[src/shared/usmr_pkg.sv]
// package: register map, field positions and carrier types of the synchronous serial receiver
// Functional notes
// - master receive turns off the data line output driver
// - master reception starts when single or continuous receive enable is set, slave reception on continuous only
// - single receive clocks one character, then hardware clears single enable
// - continuous receive keeps clocking until software clears continuous enable
// - clearing continuous enable mid-character stops the clock and drops the partial
// - both enables set: single enable clears after first character, continuous goes on
// - data line sampled on each trailing clock edge into the shift register
// - complete character sets receive flag and enters a two-entry fifo
// - receive flag stays set while any unread character remains
// - slave takes its clock from the clock line, clock driver off
// - slave moves one bit per clock, change on leading, valid on trailing
// - third character with full fifo sets overrun, keeps fifo, blocks reception
// - overrun from single receive is cleared by reading receive data
// - overrun from continuous receive cleared by clearing continuous or port enable
// - nine-bit receive shifts nine bits, ninth bit shown of oldest entry
// - receive interrupt request raised only when receive irq enable is set
// - master drives the clock, one cycle per data bit, no start or stop
// - idle polarity set: idle high, data on falling; clear: idle low, rising
// - clocked mode select picks synchronous, clock source master picks master
package usmr_pkg;
  localparam int unsigned AXI_AW = 8;
  // register byte offsets
  localparam logic [7:0] OFF_BAUD_CTL = 8'h00;
  localparam logic [7:0] OFF_RX_DATA  = 8'h04;
  localparam logic [7:0] OFF_RX_STAT  = 8'h08;
  localparam logic [7:0] OFF_DIV_LO   = 8'h0c;
  localparam logic [7:0] OFF_DIV_HI   = 8'h10;
  localparam logic [7:0] OFF_TX_DATA  = 8'h14;
  localparam logic [7:0] OFF_TX_STAT  = 8'h18;
  localparam logic [7:0] OFF_IRQ_EN   = 8'h1c;
  localparam logic [7:0] OFF_FLAGS    = 8'h20;
  // baud_control fields
  localparam int unsigned B_IDLE_POL  = 4;
  localparam int unsigned B_WIDE_CNT  = 3;
  // receive_status_control fields
  localparam int unsigned B_PORT_EN   = 7;
  localparam int unsigned B_RX_NINE   = 6;
  localparam int unsigned B_SINGLE    = 5;
  localparam int unsigned B_CONT      = 4;
  localparam int unsigned B_OVERRUN   = 1;
  localparam int unsigned B_RX_NINTH  = 0;
  // transmit_status_control fields
  localparam int unsigned B_MASTER    = 7;
  localparam int unsigned B_TX_NINE   = 6;
  localparam int unsigned B_TX_EN     = 5;
  localparam int unsigned B_CLOCKED   = 4;
  localparam int unsigned B_HI_SPEED  = 2;
  localparam int unsigned B_TX_IDLE   = 1;
  localparam int unsigned B_TX_NINTH  = 0;
  // irq enable and flag fields
  localparam int unsigned B_RX_IRQ_EN = 0;
  localparam int unsigned B_RX_FLAG   = 0;
  localparam int unsigned B_TX_EMPTY  = 1;
  // answers and reset value
  localparam logic [1:0] RESP_OKAY    = 2'h0;
  localparam logic [1:0] RESP_SLVERR  = 2'h2;
  localparam logic [7:0] REG_RST      = 8'h00;
  localparam logic [3:0] BITS_EIGHT   = 4'h8;
  localparam logic [3:0] BITS_NINE    = 4'h9;

  // serial pin group
  typedef struct packed {
    logic data_out;
    logic data_oe;
    logic clk_out;
    logic clk_oe;
  } usmr_pins_t;
endpackage

[src/verilog/usmr_core.sv]
// synchronous serial port: master/slave clocking, receive fifo, transmit and axi4-lite slave
//
// Chosen here: the AXI4-Lite register port and the register addresses.
module usmr_core (
  input  wire logic                            sys_clk,
  input  wire logic                            rst,
  input  wire logic [usmr_pkg::AXI_AW-1:0]     s_axi_awaddr,
  input  wire logic                            s_axi_awvalid,
  output      logic                            s_axi_awready,
  input  wire logic [31:0]                     s_axi_wdata,
  input  wire logic [3:0]                      s_axi_wstrb,
  input  wire logic                            s_axi_wvalid,
  output      logic                            s_axi_wready,
  output      logic [1:0]                      s_axi_bresp,
  output      logic                            s_axi_bvalid,
  input  wire logic                            s_axi_bready,
  input  wire logic [usmr_pkg::AXI_AW-1:0]     s_axi_araddr,
  input  wire logic                            s_axi_arvalid,
  output      logic                            s_axi_arready,
  output      logic [31:0]                     s_axi_rdata,
  output      logic [1:0]                      s_axi_rresp,
  output      logic                            s_axi_rvalid,
  input  wire logic                            s_axi_rready,
  input  wire logic                            data_line_in,
  input  wire logic                            clock_line_in,
  output      usmr_pkg::usmr_pins_t            pins,
  output      logic                            rx_irq_req
);
  import usmr_pkg::*;

  typedef struct packed {
    logic [2:0]      dl_s;
    logic            dl_f;
    logic [2:0]      cl_s;
    logic            cl_f;
    logic            clock_idle_polarity;
    logic            baud_wide_counter;
    logic [7:0]      brg_lo;
    logic [7:0]      brg_hi;
    logic            serial_port_enable;
    logic            rx9;
    logic            single_receive_enable;
    logic            continuous_receive_enable;
    logic            clock_source_master;
    logic            tx9;
    logic            transmit_enable;
    logic            sync;
    logic            baud_high_speed;
    logic            transmit_ninth_bit;
    logic            receive_irq_enable;
    logic [1:0][8:0] fifo;
    logic [1:0]      cnt;
    logic            overrun_error;
    logic            overrun_error_single;
    logic [8:0]      receive_shift_reg;
    logic [3:0]      bitcnt;
    logic            ph;
    logic [15:0]     brg_cnt;
    logic [8:0]      txbuf;
    logic            txfull;
    logic [8:0]      tsr;
    logic            tx_act;
    logic            dout;
    logic            bvalid;
    logic [1:0]      bresp;
    logic            rvalid;
    logic [31:0]     rdata;
    logic [1:0]      rresp;
  } usmr_state_t;

  usmr_state_t s_q;
  usmr_state_t s_d;

  logic        sync_on;
  logic        master;
  logic        slave;
  logic        rx_mode;
  logic        tx_mode;
  logic        rx_live;
  logic        m_run;
  logic        wr_go;
  logic        rd_go;
  logic [15:0] hp;
  logic        rx_done;
  logic        pop;

  // operating mode decode
  assign sync_on = s_q.serial_port_enable & s_q.sync;
  assign master  = sync_on & s_q.clock_source_master;
  assign slave   = sync_on & ~s_q.clock_source_master;
  assign rx_mode = master ? (s_q.single_receive_enable | s_q.continuous_receive_enable) : s_q.continuous_receive_enable;
  assign tx_mode = ~s_q.single_receive_enable & ~s_q.continuous_receive_enable & s_q.transmit_enable;
  assign rx_live = sync_on & rx_mode & ~s_q.overrun_error;
  assign m_run   = master & (rx_live | (tx_mode & s_q.tx_act));
  assign hp      = s_q.baud_wide_counter ? {s_q.brg_hi, s_q.brg_lo} : {8'h00, s_q.brg_lo};

  // axi handshakes: address and data taken together when no answer is pending
  assign wr_go         = s_axi_awvalid & s_axi_wvalid & ~s_q.bvalid;
  assign rd_go         = s_axi_arvalid & ~s_q.rvalid;
  assign s_axi_awready = wr_go;
  assign s_axi_wready  = wr_go;
  assign s_axi_arready = rd_go;
  assign s_axi_bvalid  = s_q.bvalid;
  assign s_axi_bresp   = s_q.bresp;
  assign s_axi_rvalid  = s_q.rvalid;
  assign s_axi_rdata   = s_q.rdata;
  assign s_axi_rresp   = s_q.rresp;

  // pins: clock gated at once when the generator stops
  assign pins.clk_out  = (s_q.ph & m_run) ^ s_q.clock_idle_polarity;
  assign pins.clk_oe   = master;
  assign pins.data_out = s_q.dout;
  assign pins.data_oe  = sync_on & tx_mode;
  assign rx_irq_req    = (s_q.cnt != 2'h0) & s_q.receive_irq_enable;

  // next-state logic of the whole block
  always_comb begin
    logic        new_cl;
    logic        sl_edge;
    logic        lead;
    logic        trail;
    logic [3:0]  nbits;
    logic [8:0]  rsr_n;
    logic [8:0]  chr;
    logic [7:0]  wb;
    logic [31:0] rv;
    s_d     = s_q;
    new_cl  = s_q.cl_f;
    sl_edge = 1'b0;
    lead    = 1'b0;
    trail   = 1'b0;
    nbits   = BITS_EIGHT;
    rsr_n   = s_q.receive_shift_reg;
    chr     = 9'h000;
    wb      = s_axi_wdata[7:0];
    rv      = 32'h0000_0000;
    rx_done = 1'b0;
    pop     = 1'b0;

    // three-stage input filters; a change counts when stages two and three agree
    s_d.dl_s = {s_q.dl_s[1:0], data_line_in};
    s_d.cl_s = {s_q.cl_s[1:0], clock_line_in};
    if (s_q.dl_s[1] == s_q.dl_s[2]) begin
      s_d.dl_f = s_q.dl_s[2];
    end
    if (s_q.cl_s[1] == s_q.cl_s[2]) begin
      new_cl = s_q.cl_s[2];
    end
    s_d.cl_f = new_cl;
    sl_edge  = new_cl != s_q.cl_f;

    // answer handshakes retire
    if (s_q.bvalid && s_axi_bready) begin
      s_d.bvalid = 1'b0;
    end
    if (s_q.rvalid && s_axi_rready) begin
      s_d.rvalid = 1'b0;
    end

    // register read
    if (rd_go) begin
      s_d.rvalid = 1'b1;
      s_d.rresp  = RESP_OKAY;
      unique case (s_axi_araddr)
        OFF_BAUD_CTL: begin
          rv[B_IDLE_POL] = s_q.clock_idle_polarity;
          rv[B_WIDE_CNT] = s_q.baud_wide_counter;
        end
        OFF_RX_DATA: begin
          rv[7:0] = s_q.fifo[0][7:0];
          pop     = s_q.cnt != 2'h0;
        end
        OFF_RX_STAT: begin
          rv[B_PORT_EN]  = s_q.serial_port_enable;
          rv[B_RX_NINE]  = s_q.rx9;
          rv[B_SINGLE]   = s_q.single_receive_enable;
          rv[B_CONT]     = s_q.continuous_receive_enable;
          rv[B_OVERRUN]  = s_q.overrun_error;
          rv[B_RX_NINTH] = s_q.fifo[0][8];
        end
        OFF_DIV_LO:   rv[7:0] = s_q.brg_lo;
        OFF_DIV_HI:   rv[7:0] = s_q.brg_hi;
        OFF_TX_DATA:  rv = 32'h0000_0000;
        OFF_TX_STAT: begin
          rv[B_MASTER]   = s_q.clock_source_master;
          rv[B_TX_NINE]  = s_q.tx9;
          rv[B_TX_EN]    = s_q.transmit_enable;
          rv[B_CLOCKED]  = s_q.sync;
          rv[B_HI_SPEED] = s_q.baud_high_speed;
          rv[B_TX_IDLE]  = ~s_q.tx_act;
          rv[B_TX_NINTH] = s_q.transmit_ninth_bit;
        end
        OFF_IRQ_EN:   rv[B_RX_IRQ_EN] = s_q.receive_irq_enable;
        OFF_FLAGS: begin
          rv[B_RX_FLAG]  = s_q.cnt != 2'h0;
          rv[B_TX_EMPTY] = ~s_q.txfull;
        end
        default:      s_d.rresp = RESP_SLVERR;
      endcase
      s_d.rdata = rv;
    end

    // oldest entry leaves on a data read; a single-mode overrun clears with it
    if (pop) begin
      s_d.fifo[0] = s_q.fifo[1];
      s_d.cnt     = s_q.cnt - 2'h1;
      if (s_q.overrun_error && s_q.overrun_error_single) begin
        s_d.overrun_error = 1'b0;
      end
    end

    // register write, low byte lane only
    if (wr_go) begin
      s_d.bvalid = 1'b1;
      s_d.bresp  = RESP_OKAY;
      if (s_axi_wstrb[0]) begin
        unique case (s_axi_awaddr)
          OFF_BAUD_CTL: begin
            s_d.clock_idle_polarity  = wb[B_IDLE_POL];
            s_d.baud_wide_counter = wb[B_WIDE_CNT];
          end
          OFF_RX_STAT: begin
            s_d.serial_port_enable = wb[B_PORT_EN];
            s_d.rx9  = wb[B_RX_NINE];
            s_d.single_receive_enable = wb[B_SINGLE];
            s_d.continuous_receive_enable = wb[B_CONT];
            if (s_q.continuous_receive_enable && !wb[B_CONT] && s_q.overrun_error && !s_q.overrun_error_single) begin
              s_d.overrun_error = 1'b0;
            end
          end
          OFF_DIV_LO:   s_d.brg_lo = wb;
          OFF_DIV_HI:   s_d.brg_hi = wb;
          OFF_TX_DATA: begin
            s_d.txbuf  = {s_q.transmit_ninth_bit, wb};
            s_d.txfull = 1'b1;
          end
          OFF_TX_STAT: begin
            s_d.clock_source_master = wb[B_MASTER];
            s_d.tx9  = wb[B_TX_NINE];
            s_d.transmit_enable = wb[B_TX_EN];
            s_d.sync = wb[B_CLOCKED];
            s_d.baud_high_speed = wb[B_HI_SPEED];
            s_d.transmit_ninth_bit = wb[B_TX_NINTH];
          end
          OFF_IRQ_EN:   s_d.receive_irq_enable = wb[B_RX_IRQ_EN];
          OFF_RX_DATA, OFF_FLAGS: begin
          end
          default:      s_d.bresp = RESP_SLVERR;
        endcase
      end
    end

    // master clock generator: one full cycle per bit, idle when nothing to move
    if (m_run) begin
      if (s_q.brg_cnt >= hp) begin
        s_d.brg_cnt = 16'h0000;
        s_d.ph      = ~s_q.ph;
        lead        = ~s_q.ph;
        trail       = s_q.ph;
      end else begin
        s_d.brg_cnt = s_q.brg_cnt + 16'h0001;
      end
    end else begin
      s_d.brg_cnt = 16'h0000;
      s_d.ph      = 1'b0;
    end
    // slave edges come from the filtered clock line
    if (slave) begin
      lead  = sl_edge & (new_cl != s_q.clock_idle_polarity);
      trail = sl_edge & (new_cl == s_q.clock_idle_polarity);
    end

    // receive shifter
    if (rx_live) begin
      nbits = s_q.rx9 ? BITS_NINE : BITS_EIGHT;
      if (trail) begin
        rsr_n[s_q.bitcnt] = s_q.dl_f;
        s_d.receive_shift_reg           = rsr_n;
        if (s_q.bitcnt == nbits - 4'h1) begin
          rx_done    = 1'b1;
          s_d.bitcnt = 4'h0;
          s_d.receive_shift_reg    = 9'h000;
          chr        = {rsr_n[8] & s_q.rx9, rsr_n[7:0]};
          if (master && s_q.single_receive_enable) begin
            s_d.single_receive_enable = 1'b0;
          end
          if (s_d.cnt == 2'h2) begin
            s_d.overrun_error        = 1'b1;
            s_d.overrun_error_single = s_q.single_receive_enable & ~s_q.continuous_receive_enable;
          end else begin
            s_d.fifo[s_d.cnt[0]] = chr;
            s_d.cnt              = s_d.cnt + 2'h1;
          end
        end else begin
          s_d.bitcnt = s_q.bitcnt + 4'h1;
        end
      end
    end else if (!s_q.tx_act) begin
      s_d.bitcnt = 4'h0;
      s_d.receive_shift_reg    = 9'h000;
    end

    // transmit shifter: load when idle, change on leading, step on trailing
    if (!(sync_on && tx_mode)) begin
      s_d.tx_act = 1'b0;
    end else if (s_q.tx_act) begin
      nbits = s_q.tx9 ? BITS_NINE : BITS_EIGHT;
      if (lead) begin
        s_d.dout = s_q.tsr[s_q.bitcnt];
      end
      if (trail) begin
        if (s_q.bitcnt == nbits - 4'h1) begin
          s_d.tx_act = 1'b0;
          s_d.bitcnt = 4'h0;
        end else begin
          s_d.bitcnt = s_q.bitcnt + 4'h1;
        end
      end
    end else if (s_q.txfull) begin
      s_d.tsr    = s_q.txbuf;
      s_d.txfull = 1'b0;
      s_d.tx_act = 1'b1;
      s_d.bitcnt = 4'h0;
    end

    // clearing the port enable resets the serial logic
    if (!s_d.serial_port_enable) begin
      s_d.fifo    = '0;
      s_d.cnt     = 2'h0;
      s_d.overrun_error    = 1'b0;
      s_d.receive_shift_reg     = 9'h000;
      s_d.bitcnt  = 4'h0;
      s_d.tx_act  = 1'b0;
      s_d.txfull  = 1'b0;
      s_d.ph      = 1'b0;
      s_d.brg_cnt = 16'h0000;
    end
  end

  // state register
  always_ff @(posedge sys_clk or posedge rst) begin
    if (rst) begin
      s_q <= '0;
    end else begin
      s_q <= s_d;
    end
  end
endmodule

[config.mk]
export PLATFORM = sky130hd
export DESIGN_NAME = usmr_core
export DESIGN_NICKNAME = d
export VERILOG_FILES = /design/src/shared/usmr_pkg.sv /design/src/verilog/usmr_core.sv
export SDC_FILE = /design/constraint.sdc
export NUM_CORES = 1
export LEC_CHECK = 0
export BUFFER_PORTS_ARGS = -buffer_cell sky130_fd_sc_hd__buf_2
export CORE_AREA = 4 4 125 115
export DETAILED_ROUTE_END_ITERATION = 16
export DIE_AREA = 0 0 129 119
export PLACE_DENSITY = 0.76
export SYNTH_ARGS = -nofsm -noshare
export SYNTH_HDL_FRONTEND = slang
export SYNTH_SLANG_ARGS = --single-unit
export TNS_END_PERCENT = 1
[constraint.sdc]
create_clock -name sys_clk -period 3.75 [get_ports sys_clk]
set_clock_uncertainty 0.15 [all_clocks]
set_input_delay 0.375 -clock sys_clk [delete_from_list [all_inputs] [get_ports sys_clk]]
set_output_delay 0.375 -clock sys_clk [all_outputs]
set_load 0.01 [all_outputs]
Yosys cells after proc, flatten, opt, wreduce, memory -nomap -nowiden
Index checks and enable logic that the tools add are counted.

word-level totals
  output and inout port bits = 46
  bits in registers = 124
  word-level logic and storage cells = 221
  input bits = 61

cells by class
  reduce and logical (&&, ||, !) cells = 31
  add/subtract/negate cells = 6
  magnitude comparators = 5
  bitwise operators = 31
  equality and inequality tests = 31
  mux-type cells = 79

operators with widths
  operator                                                         number
  35-bit 2-to-1 mux                                                2
  8-bit by 5-bit == test with 1-bit output, second input constant  8
  1-bit 2-to-1 mux                                                 36
  11-bit 2-to-1 mux                                                3
  8-bit by 4-bit == test with 1-bit output, second input constant  4
  16-bit 2-to-1 mux                                                2
  31-bit 2-to-1 mux                                                1
  30-bit 2-to-1 mux                                                1
  4-bit 2-to-1 mux                                                 7
  3-bit AND reduction                                              9
  13-bit 2-to-1 mux                                                2
  22-bit 2-to-1 mux                                                1
  21-bit 2-to-1 mux                                                1
  10-bit 2-to-1 mux                                                2
  20-bit 2-to-1 mux                                                1
  1-bit AND                                                        19
  18-bit bitwise mux                                               1
  9-bit OR reduction                                               2
  17-bit 2-to-1 mux                                                1
  16-bit by 1-bit adder with 16-bit output, second input constant  1
  8-bit by 3-bit == test with 1-bit output, second input constant  2
  8-bit by 6-bit == test with 1-bit output, second input constant  2
  16-bit >= comparator                                             1
  8-bit zero test                                                  2
  36 further kinds                                                 72

Longest topological paths before layout
Gate-level depths: netlist of run 1.

  depth after elaboration = 17
  gate-level depth with buffers = 15
  gate-level depth less buffers = 11

Worst setup path after synthesis of run 1
OpenSTA, ideal clock, no wires.

  path type = input -> register
  from = in s_axi_araddr[7] in the netlist's numbering
  to = reg s_q[102] in the netlist's numbering
  data arrival time = 3.151 ns
  library setup time = 0.078 ns
  path slack = 0.371 ns
  stages on the path = 13
  buffers on the path = 2
  data required time = 3.522 ns
  cells stage by stage = or4_4 -> nor4_4 -> nor3b_4 -> buf_2 -> nand2_1 -> o21ai_0 -> inv_1 -> ha_1 -> nor3_1 -> nand3_1 -> buf_2 -> or2_2 -> a21oi_1

on the way
  cells in the longest elaborated chain, start to end = 14
  elaborated cells between the ends (all ways) = 18
  classes of those cells = order compare (2); eq/ne (3); mux (11); reduce/logical (2)

RTL lines
  what                                                                                                        line              RTL
  start, declared                                                                                             usmr_core.sv:17   input wire logic [usmr_pkg::AXI_AW-1:0] s_axi_araddr,
  8-bit by 3-bit == test with 1-bit output *                                                                  usmr_core.sv:164  unique case (s_axi_araddr)
  1-bit 2-to-1 mux *                                                                                          usmr_core.sv:164
  1-bit 2-to-1 mux *                                                                                          usmr_core.sv:161  if (rd_go) begin
  12-bit 2-to-1 mux *                                                                                         usmr_core.sv:204  if (pop) begin
  1-bit by 2-bit < comparator with 1-bit output (not written as such) or 1-bit >= comparator (tied branches)  usmr_core.sv:291  s_d.fifo[s_d.cnt[0]] = chr;
  1-bit logical AND (not written as such)                                                                     usmr_core.sv:291
  9-bit 2-to-1 mux (not written as such)                                                                      usmr_core.sv:291
  9-bit demux with 1-bit select                                                                               usmr_core.sv:291
  18-bit bitwise mux                                                                                          usmr_core.sv:291
  20-bit 2-to-1 mux                                                                                           usmr_core.sv:287  if (s_d.cnt == 2'h2) begin
  31-bit 2-to-1 mux                                                                                           usmr_core.sv:279  if (s_q.bitcnt == nbits - 4'h1) begin
  35-bit 2-to-1 mux                                                                                           usmr_core.sv:276  if (trail) begin
  22-bit 2-to-1 mux                                                                                           usmr_core.sv:274  if (rx_live) begin
  21-bit 2-to-1 mux                                                                                           usmr_core.sv:327  if (!s_d.serial_port_enable) begin
  end signal, assigned                                                                                        usmr_core.sv:343  s_q <= '0;
  end signal, assigned                                                                                        usmr_core.sv:345  s_q <= s_d;
  end, declared                                                                                               usmr_core.sv:71   usmr_state_t s_q;

Every way passes the cells marked *; elsewhere a longest branch is shown, timed or not. The select of a mux whose other input is x is not followed.
A chain may end at the register's enable or synchronous reset.

==> results of run 1 <==
how the worst max path moves through the flow:
| stage | from | to | slack, ps | cells past startpoint |
|---|---|---|---|---|
| after floorplan | s_axi_araddr[7] | s_q[102] | 370 | 13 |
| after global placement | s_axi_araddr[7] | s_q[106] | 360 | 12 |
| after detailed placement | s_axi_araddr[7] | s_q[107] | 230 | 12 |
| after CTS | s_q[138] | s_q[76] | 500 | 11 |
| after global routing | s_q[138] | s_q[76] | 260 | 11 |
| final | s_q[138] | s_q[76] | 450 | 11 |
metal layers:
metal,share of wire [%],global-route usage (%),vias to the layer above
li1,-,-,2354
met1,44,29.2,2497
met2,47,33.1,209
met3,7.5,4.98,17
met4,1.3,5.12,0
met5,0,0,-
cells by family (layout without fill, tap and decap cells):
| family | Yosys count | count (layout) |
|---|---|---|
| AND/OR/NAND/NOR | 207 | 207 |
| flip-flops | 122 | 122 |
| AO/OA/AOI/OAI | 120 | 120 |
| buffers and inverters | 89 | 130 |
| multiplexers | 65 | 65 |
| adder cells (fa/ha/maj) | 26 | 26 |
| XOR/XNOR | 19 | 19 |
| other | 1 | 26 |
per-stage QoR:
step / setup WS, ps / cells / utilization (%) / hold WS [ps]
after floorplan: 371 / 674 / - / 181
after global placement: 360 / 846 / 52.9 / 184
after detailed placement: 232 / 846 / 52.9 / 186
after CTS: 496 / 883 / 57.4 / 96.0
after global routing: 257 / 883 / 57.4 / 101
final: 446 / 883 / 57.4 / 109
what timing repair did:
action / CTS / global route
hold buffers: 5 / 0
setup endpoints to repair: 0 / 0
hold endpoints to repair: 75 / 0
flip-flops by register name (all words and copies together) (netlist names):
signal / flops
s_axi_rresp: 1
s_axi_bresp: 1
pins: 1
s_q: 105
s_axi_rdata: 8
s_axi_bvalid: 1
s_d: 4
s_axi_rvalid: 1
power by group through the flow:
stage                     Clock [W]  Combinational [W]  Sequential [W]
after global placement            0           0.000139         0.00137
after floorplan                   0           0.000110         0.00137
after global routing        0.00159           0.000166         0.00135
final                       0.00150           0.000149         0.00135
after CTS                   0.00151           0.000149         0.00135
after detailed placement          0           0.000144         0.00137
cell type report:
type                            count  area [sq um]
Fill cell                        1080          5590
Multi-Input combinational cell    463          3190
Sequential cell                   122          3050
Clock buffer                       23           468
Timing Repair Buffer               72           433
Tap cell                          168           210
Inverter                           26           101
Clock inverter                      9          72.6
worst max-delay path, cell delays in order, from the launching register on:
cell	delay (ps)
sky130_fd_sc_hd__dfrtp_1	540
sky130_fd_sc_hd__nand2_1	130
sky130_fd_sc_hd__ha_1	300
sky130_fd_sc_hd__nand4_1	160
sky130_fd_sc_hd__or3_1	420
sky130_fd_sc_hd__nor4_1	290
sky130_fd_sc_hd__o32a_1	340
sky130_fd_sc_hd__buf_4	200
sky130_fd_sc_hd__nand2_1	80
sky130_fd_sc_hd__buf_4	200
sky130_fd_sc_hd__o21ai_0	240
sky130_fd_sc_hd__mux2_2	200
synthesized netlist by cell type, types with 3 or more instances:
library cell,instances
sky130_fd_sc_hd__o22ai_1,8
sky130_fd_sc_hd__o21ai_0,34
sky130_fd_sc_hd__inv_1,24
sky130_fd_sc_hd__mux2_2,41
sky130_fd_sc_hd__nand4b_1,5
sky130_fd_sc_hd__ha_1,24
sky130_fd_sc_hd__clkbuf_1,12
sky130_fd_sc_hd__nand2b_1,3
sky130_fd_sc_hd__buf_2,8
sky130_fd_sc_hd__nor3_1,7
sky130_fd_sc_hd__o31ai_1,12
sky130_fd_sc_hd__nor2_1,42
sky130_fd_sc_hd__xnor2_1,10
sky130_fd_sc_hd__buf_4,39
sky130_fd_sc_hd__a21oi_1,24
sky130_fd_sc_hd__a222oi_1,4
sky130_fd_sc_hd__nand4_1,8
sky130_fd_sc_hd__nand3_1,19
sky130_fd_sc_hd__or3_1,4
sky130_fd_sc_hd__a211oi_1,19
sky130_fd_sc_hd__nor2b_1,13
sky130_fd_sc_hd__and3_1,7
sky130_fd_sc_hd__mux2i_1,22
sky130_fd_sc_hd__dfrtp_1,122
sky130_fd_sc_hd__and2_1,4
sky130_fd_sc_hd__a22o_1,3
sky130_fd_sc_hd__or2_2,8
sky130_fd_sc_hd__nand2_1,66
sky130_fd_sc_hd__xor2_1,9
sky130_fd_sc_hd__or4_1,3
==> impl_summary.md, run 1 <==
Outcome
The run finished with clean final reports.

Power
In this run, the combinational gates consume 5.0% of the power. The share of power burned in the clock network is around half. Per report_power, the sequential group accounts for about 45% of the total. The power density over cell area is roughly 400 nW/um^2.

For this design the static power due to leakage is around 3.5 nW. The post-route total power is around 0.0030 W. Summed over all nets, the switching power comes to between 0.0006 and 0.0007 W. The peak supply drop is between 0.2 and 0.3 mV. The internal power consumption is roughly 0.0023 W. Net switching is between 20% and 30% of the power.

Place
The wire-length estimate of the detail-placed layout is roughly 11 mm. Routability-driven placement finished with a final weighted congestion of roughly 0.92. Buffers placed on the I/O ports in this run total between 50 and 60. The area of placed instances is a little under 7000 sq um.

Route
Summed over all layers, the routed wires come to 15.3 mm. Detailed routing inserted a total of just over 5000 vias. After detailed routing, the average wire length per cell comes to 17.3 um. The ratio of routed vias to standard cells is around 5.7. The final antenna-violating net count is 0. After detailed routing, the number of remaining DRC violations is 0. The first routing iteration left approximately 450 violations.

For this run, the detailed router's first-pass iteration total came to 5.

Logic synthesis
Sequential elements use 45.9% of the synthesized area. The cell count after synthesis is 649. In this run, distinct cell masters in the synthesized netlist total between 60 and 70.

The simple-gate area share of the yosys netlist is roughly 16%. The fraction of post-synthesis cell area in the top cell type by area is 45.9%. In the synthesized netlist the async set-or-reset flop fraction comes to 100%. The commonest register cell after synthesis is sky130_fd_sc_hd__dfrtp_1. The mux share of post-synthesis cell area is between 10% and 20%. The complex-gate fraction of the synthesized area is 11.7%. In the post-synthesis netlist, the biggest area contributors are sky130_fd_sc_hd__dfrtp_1, sky130_fd_sc_hd__mux2_2, sky130_fd_sc_hd__ha_1. Counting flops and latches in the post-synthesis netlist gives roughly 120. The number of enable-type register cells in the synthesized netlist is 0. In this run the mean area of a mapped cell was 10.2 sq um. By area, the combinational part of the netlist is dominated by simple AND/OR/NAND/NOR gates.

The post-synthesis adder-cell area fraction is under 10%. The synthesized netlist devotes approximately 2.5% of its cell area to XOR and XNOR gates. The Yosys step of the flow raised 0 warnings. Of all cell types, the one taking the most synthesized area is sky130_fd_sc_hd__dfrtp_1. The cell area that synthesis handed to floorplanning was roughly 6700 sq um.

Global route
The global-route wire length before repair is 25.4 mm. The largest net degree at the start of global routing is between 70 and 80. The via count of the first global-routing pass is roughly 5000.

The initial antenna violation count is 0. For this run the aggregate overflow at the end of global routing stands at 0. Global routing used a little over a fifth of the available tracks across all layers.

STA
In the finished design, the share of the clock period the worst path needs comes to about nine tenths. The max-slew violation count is 0. Timing would allow up to approximately 0.30 GHz. The count of endpoints failing hold in the final timing report is 0.

Setup violations remaining at the end of the flow were counted as 0. The shortest period the worst path allows is 3300 ps. Setup repair after global routing left no endpoint under its margin. The pin slew with the least headroom to its limit is ~640 ps. The worst slew margin relative to its limit is between 50 and 60%. The aggregate negative setup slack is 0 ps.

Worst setup path
The worst path arrival time is about 3500 ps. In this run the worst path has a maximum fanout of 19. The category of the worst setup path capture point is a register. The worst setup path is launched from a register. The endpoint identified for the worst register-to-register timing path is s_q[76]. The class of the most critical setup path is register to register. The launch instance of the worst register-to-register path is s_q[138]. The number of cells on the worst reg-to-reg path is 11.

The reg-to-reg setup timing slack is between 400 and 500 ps. For the worst setup path, the data required time is just under 4000 ps.

Cells and area
Cells with a size suffix above 1 make up between 20 and 25% of the layout. The top cell types in the final layout, fill and taps aside, are sky130_fd_sc_hd__dfrtp_1, sky130_fd_sc_hd__nand2_1, sky130_fd_sc_hd__buf_2. The library cell used most frequently in the layout, excluding fill and tap cells, is sky130_fd_sc_hd__dfrtp_1.

The repair_antennas step left the layout with diodes totalling 0. Once layout is done, the placed cells without fillers occupy about 7500 sq um. The net count of the finished layout is a little under 800. The area growth from synthesis to layout is 13.1%.

Floorplan
From left edge to right edge, the die measures ~130 um. The die covers 15400 sq um. Once the floorplan was initialized, standard cells occupied between 50% and 60% of the core. The area inside the core boundary is 13100 sq um. In this run the vertical extent of the chip is 119 um. The row count is 40.

The total I/O pin count is roughly 110.

Clocking
The number of setup buffers added after CTS is 0. The H-tree depth reported by CTS is 4. The clock latency of the later-clocked register in the worst-skew pair is 410 ps. The count of cells resized by post-cts repair is 0. The cell at the root of the clock tree is sky130_fd_sc_hd__clkbuf_16. The clock passes through at most 2 buffers. The total clock sinks is around 120. TritonCTS built the clock tree. The clock transition at the registers of the reported paths is approximately 60 ps.

TritonCTS created 17 clock buffers.

Run
Max-cap violations in this run came to 0.

Hold path
The count of cells along the worst hold path is 3. The startpoint identified for the worst hold timing path is s_axi_wstrb[0]. The type of the tightest min-delay check is input pin to register.

The worst min-delay path endpoint is s_axi_bresp[1].
(Power assumes the default switching activity.)
==> run 2, diff against run 1 <==
--- a/config.mk
+++ b/config.mk
@@ -9,7 +9,7 @@
 export CORE_AREA = 4 4 125 115
 export DETAILED_ROUTE_END_ITERATION = 16
 export DIE_AREA = 0 0 129 119
-export PLACE_DENSITY = 0.76
+export PLACE_DENSITY = 0.74
 export SYNTH_ARGS = -nofsm -noshare
 export SYNTH_HDL_FRONTEND = slang
 export SYNTH_SLANG_ARGS = --single-unit
==> impl_summary.md, run 2 (synthesis results as in run 1) <==
Outcome
The flow ran to the end, and the final reports show no timing, DRC or antenna violations.

Route
The DRC violation count after routing is 0. The final antenna-violating net count is 0. The ratio of routed vias to standard cells is ~5.7. The first routing iteration left roughly 460 violations. The total via count in the routed design is around 5000.

The first detailed-routing pass took 5 iterations. The final layout contains routed wiring with a total length of ~15 mm. After detailed routing, the average wire length per cell comes to ~18 um.

STA
In the final timing run, aggregate negative setup slack is 0 ps. The worst slew margin relative to its limit is between 40 and 50%. Setup violations remaining at the end of the flow were counted as 0. Dividing the final minimum period by the clock period gives between 80% and 90%. The smallest clock period supported by the final layout is computed as 3280 ps.

The timing-limited maximum frequency is 0.305 GHz. The count of endpoints failing hold in the final timing report is 0. Setup repair after global routing left no endpoint under its margin. The max-slew violation count came to 0. At the pin with the least slew margin, the transition time is between 800 and 900 ps.

Power
The proportion of power drawn by combinational gates is ~4.6%. In this run the static leakage power is 3.49 nW. Total power for the finished layout comes to about 0.0032 W. The clock network accounts for between 50 and 60% of the total power. The portion of total power attributed to sequential cells is between 40% and 50%. Power spread over the standard cell area amounts to about 420 nW/um^2. The total net switching power is 0.000678 W. The internal power of the cells totals 0.00255 W. VDD sags by at most between 0.3 and 0.4 mV. The switching portion of total power is about a fifth.

Run
Max-cap violations in this run came to 0.

Global route
In the global route stage, overall resource usage came out at a little over a fifth. The via count of the first global-routing pass is around 5000. Summed over all layers, the global routing overflow is 0. The initial antenna violation count was 0. The largest net degree at the start of global routing is 62. The global-route wire length before repair is between 20 and 30 mm.

Worst setup path
The maximum fanout count along the critical path is 19. The worst setup path is of the register to register kind. The category of the worst setup path capture point is a register. The kind of start point of the critical path is a register. For the worst setup path, the data arrival time is 3480 ps. The critical path data required time is about 4000 ps. The worst register-to-register path has a setup slack of between 400 and 500 ps.

Floorplan
For this configuration, the core starts out at a cell density of between 50% and 60%. The width of the chip is between 100 and 150 um. The floorplan die height is roughly 120 um.

The floorplan has 40 rows. The area inside the core boundary is between 10000 and 15000 sq um. The overall die area is 15400 sq um.

The total I/O pin count is between 100 and 150.

Cells and area
The register with the most flip-flops in the layout has about 110 of them. The largest register by flop count is s_q. The repair_antennas step left the layout with diodes totalling 0.

The final instance area is roughly 7600 sq um. The net count of the finished layout is roughly 790. Of the cells placed in the final design, the portion with a size suffix greater than 1 is about 22%. In the layout the commonest cells are sky130_fd_sc_hd__dfrtp_1, sky130_fd_sc_hd__nand2_1, sky130_fd_sc_hd__buf_2. Leaving out fill and tap cells, the most frequent cell in the layout is sky130_fd_sc_hd__dfrtp_1.

The synthesis-to-finish area growth is 14.2%. Fill cells in the final layout number ~1100.

Clocking
TritonCTS built the clock tree. Buffers added to address setup during post-CTS repair amount to 0. The clock transition at the registers of the reported paths is around 60 ps.

The number of gates resized after CTS was 0. The H-tree depth reported by CTS is 4. The number of buffers added by the clock tree synthesis step is 17. The clock latency of the later-clocked register in the worst-skew pair is a little over 400 ps. The total clock sinks is between 100 and 150. The quantity of hold-fixing buffers added after cts is 4. The cell at the root of the clock tree is sky130_fd_sc_hd__clkbuf_16.

The buffer depth of the longest clock path is 2.

Place
The area of placed instances is 6930 sq um. The wire-length estimate of the detail-placed layout is 11.3 mm. The weighted congestion at the end of routability-driven global placement is around 0.89. The number of buffers added on ports is 53.

Hold path
The min-delay analysis places its worst path in the category input pin to register.
-- run 2: cell types whose count changed in the layout (fill, tap and decap cells not counted) --
cell / change
sky130_fd_sc_hd__clkbuf_8: +1
sky130_fd_sc_hd__dlygate4sd3_1: -1
sky130_fd_sc_hd__clkinvlp_4: -1
sky130_fd_sc_hd__bufinv_16: +3
sky130_fd_sc_hd__clkinv_2: -3
-- run 2: metal layers --
metal / share of wire (%) / up-vias / track usage (%)
li1: - / 2353 / -
met3: 6.4 / 26 / 4.57
met2: 46 / 183 / 32.1
met4: 2.0 / 0 / 8.33
met1: 45 / 2482 / 29.3
met5: 0 / - / 0
-- run 2: final cells by class --
| class | instances | area (sq um) | share of cell area, % |
|---|---|---|---|
| well taps | 168 | 210 | 2.77 |
| repair buffers | 71 | 423 | 5.57 |
| inverters | 26 | 101 | 1.33 |
| clock inverters | 8 | 140 | 1.85 |
| multi-input cells | 463 | 3190 | 41.9 |
| flip-flops and latches | 122 | 3050 | 40.2 |
| clock buffers | 24 | 482 | 6.34 |
-- run 2: per-stage QoR --
stage,setup WS (ps),util [%],hold WS (ps),std cells
floorplan,371,-,181,674
global placement,335,52.9,184,846
detailed placement,226,52.9,190,846
CTS,503,57.9,8.18,882
global route,204,57.9,11.2,882
finish,473,57.9,6.27,882
-- run 2: critical path, stage by stage (launching register included) --
cell,delay [ps]
sky130_fd_sc_hd__dfrtp_1,550
sky130_fd_sc_hd__nand2_1,140
sky130_fd_sc_hd__ha_1,330
sky130_fd_sc_hd__nand4_1,160
sky130_fd_sc_hd__or3_1,380
sky130_fd_sc_hd__nor4_1,250
sky130_fd_sc_hd__o32a_1,350
sky130_fd_sc_hd__nand2_1,130
sky130_fd_sc_hd__buf_4,260
sky130_fd_sc_hd__o21ai_0,290
sky130_fd_sc_hd__mux2_2,210
-- run 2: power groups by stage --
stage | registers [W] | clock network, W | logic, W
2_1_floorplan | 0.00137 | 0 | 0.000110
3_3_place_gp | 0.00137 | 0 | 0.000140
5_1_grt | 0.00135 | 0.00180 | 0.000165
4_1_cts | 0.00135 | 0.00175 | 0.000149
3_5_place_dp | 0.00137 | 0 | 0.000145
6_report | 0.00135 | 0.00172 | 0.000148
-- run 2: path summary, 6_finish.rpt --
check	startpoint	endpoint	cells after the start
max in group asynchronous	rst	s_q[77]	4
setup / recovery	s_q[138]	s_q[76]	10
min in group asynchronous	rst	s_d[143]	3
setup reg to reg	s_q[138]	s_q[76]	10
hold reg to reg	s_d[142]	s_d[143]	0
hold / removal	s_axi_rready	s_axi_rvalid	2
==> run 3, diff against run 2 <==
--- a/config.mk
+++ b/config.mk
@@ -6,10 +6,10 @@
 export NUM_CORES = 1
 export LEC_CHECK = 0
 export BUFFER_PORTS_ARGS = -buffer_cell sky130_fd_sc_hd__buf_2
-export CORE_AREA = 4 4 125 115
+export CORE_AREA = 4 4 141 130
 export DETAILED_ROUTE_END_ITERATION = 16
-export DIE_AREA = 0 0 129 119
-export PLACE_DENSITY = 0.74
+export DIE_AREA = 0 0 145 134
+export PLACE_DENSITY = 0.59
 export SYNTH_ARGS = -nofsm -noshare
 export SYNTH_HDL_FRONTEND = slang
 export SYNTH_SLANG_ARGS = --single-unit
==> impl_summary.md, run 3 (synthesis results as in run 1) <==
Global route
The initial antenna violation count is 0. For this run, the total global-route usage over all layers was measured as between 10% and 20%. Entering global routing, the biggest net connects approximately 120 pins. The via count of the first global-routing pass is 4710.

After global routing the overflow that remains totals 0. The first global-routing pass estimated approximately 25 mm of wire.

STA
Static timing analysis puts the maximum clock frequency at just over 0.3 GHz. The worst slew margin relative to its limit is ~56%. Hold timing on the final database bottoms out at a slack of 2.80 ps. The aggregate negative setup slack is 0 ps. The count of endpoints failing setup in the final report is 0.

The count of endpoints failing hold in the final timing report is 0. The max-slew violation count is 0. Setup repair after global routing left no endpoint under its margin. The portion of the clock cycle consumed by the worst path in the final layout is between 80 and 90%.

For the pin with the worst max-slew slack, the measured transition is 663 ps. The shortest period the worst path allows is approximately 3300 ps.

Run
The max-cap check violation count is 0.

Place
The estimated wirelength of the detail-placed design is roughly 11 mm. Routability-driven placement finished with a final weighted congestion of ~0.91. Including well taps, the total number of placed cells is about 900. The number of buffers added on ports is 53.

Floorplan
The area inside the core boundary is around 17000 sq um. The initial core utilization is between 30 and 40%. The total I/O pin count is between 100 and 150. The overall die area is between 15000 and 20000 sq um. In this run the core area contains 45 standard-cell rows. The floorplan die height is 134 um. The width of the chip is around 150 um.

Worst setup path
The worst path arrival time is 3450 ps. The source of the critical timing path is s_q[138]. The endpoint identified for the worst register-to-register timing path is s_q[76]. Along the worst path, the maximum fanout reaches 19. The critical path ends at s_q[76].

The launch instance of the worst register-to-register path is s_q[138]. The setup check on the worst reg-to-reg path leaves a slack of about 500 ps. STA puts the critical path data required time at 3950 ps. The worst register-to-register path has a depth of 11.

STA classifies the critical path endpoint as a register. The critical path is of the register to register type. The kind of start point of the critical path is a register.

Cells and area
The most frequent standard cell in the layout excluding fill and tap cells is sky130_fd_sc_hd__dfrtp_1. The flip-flop count of the largest register, all copies and words added is 105. After the last flow step, the layout net total stands at between 700 and 800. The filler cell count in the final layout is ~1600. Leaving out fill and tap cells, the most frequent cells in the layout are sky130_fd_sc_hd__dfrtp_1, sky130_fd_sc_hd__nand2_1, sky130_fd_sc_hd__buf_2. For this run, the number of standard cells in the final layout without fillers is 924. The antenna diode instance count is 0. Cells with a size suffix above 1 make up ~22% of the layout. From synthesis to final layout, the design area changed by 14.1%. s_q holds more flip-flops than any other register.

Route
In the routed design, unresolved DRC markers number 0. The detail route stage leaves a number of antenna-violating nets equal to 0. The routed layout has approximately 5000 vias. The ratio of routed vias to standard cells is roughly 5.3. Dividing the detail-routed wire length by the instance count gives around 17 um. The violation count after the first detailed-routing iteration is ~360.

The routed wire length is 15.4 mm. The first TritonRoute pass finished after 5 iterations.

Clocking
The H-tree was split into 4 levels. The clock latency of the later-clocked register in the worst-skew pair is 410 ps. The clock transition at the registers of the reported paths is roughly 50 ps. The number of buffers added by the clock tree synthesis step is 17.

The tree is rooted in a sky130_fd_sc_hd__clkbuf_16. In this run the deepest clock path goes through 2 buffers. TritonCTS built the clock tree. The number of gates resized after CTS was 0. The total clock sinks is 122.

Hold path
The tightest min-delay check is of the input pin to async pin type.

Power
Summed over all cells, the static leakage comes to 3.46 nW. IR analysis of the VDD net gives a maximum drop of slightly above 0.3 mV. The completed layout was analyzed and its total power is 0.00303 W.

The power density over cell area is approximately 400 nW/um^2.

Outcome
The run finished with clean final reports.
-- run 3: cell count changes in the layout (fill, tap and decap cells not counted) --
cell / before / now
sky130_fd_sc_hd__clkinv_2: 4 / 5
sky130_fd_sc_hd__clkbuf_8: 3 / 1
sky130_fd_sc_hd__bufinv_16: 4 / 2
sky130_fd_sc_hd__clkinvlp_4: 1 / 3
sky130_fd_sc_hd__clkbuf_1: 4 / 3
sky130_fd_sc_hd__buf_4: 13 / 14
-- run 3: per-layer routing --
layer  global-route usage (%)  wire (um)  share of wire [%]
met4                     4.38        165                1.1
met2                     24.1       6810                 44
met5                        0          0                  0
met3                     4.73        895                5.8
met1                     22.9       7500                 49
-- run 3: power by group --
group	total, W	internal (W)	switching (W)
Sequential	0.00135	0.00134	0.0000154
Combinational	0.000146	0.0000482	0.0000973
Clock	0.00153	0.000979	0.000552
Total	0.00303	0.00236	0.000665
-- run 3: final cells by class --
class	instances	area (sq um)	area share, %
clock buffer	21	450	5.94
clock inverter	9	100	1.32
tap	211	264	3.48
timing repair buffer	72	430	5.67
inverter	26	101	1.34
sequential	122	3050	40.3
multi-input combinational	463	3190	42.0
-- run 3: worst min path at each step --
stage | start | slack [ps] | endpoint
after floorplan | s_d[142] | 180 | s_d[143]
after global routing | rst | 90 | s_q[50]
final | rst | 3 | s_axi_bresp[1]
after global placement | s_d[142] | 190 | s_d[143]
after CTS | rst | 50 | s_axi_bvalid
after detailed placement | s_d[142] | 190 | s_d[143]
-- run 3: worst max-delay path, stage by stage (launching register included) --
cell	delay [ps]
sky130_fd_sc_hd__dfrtp_1	530
sky130_fd_sc_hd__nand2_1	150
sky130_fd_sc_hd__ha_1	300
sky130_fd_sc_hd__nand4_1	160
sky130_fd_sc_hd__or3_1	410
sky130_fd_sc_hd__nor4_1	280
sky130_fd_sc_hd__o32a_1	290
sky130_fd_sc_hd__buf_4	190
sky130_fd_sc_hd__nand2_1	90
sky130_fd_sc_hd__buf_4	210
sky130_fd_sc_hd__o21ai_0	240
sky130_fd_sc_hd__mux2_2	190
-- run 3: what timing repair did --
action                    in CTS  in global routing
hold buffers                   4                  0
hold endpoints to repair       4                  0
setup buffers                  0                  0
-- run 3: metrics by stage --
| stage | area, sq um | util, % | setup WS, ps |
|---|---|---|---|
| 6_report | 7580 | 45.4 | 498 |
| 5_1_grt | 7580 | 45.4 | 251 |
| 4_1_cts | 7580 | 45.4 | 525 |
| 3_5_place_dp | 6990 | 41.8 | 247 |
| 3_3_place_gp | 6990 | 41.8 | 326 |
| 2_1_floorplan | 6750 | - | 371 |
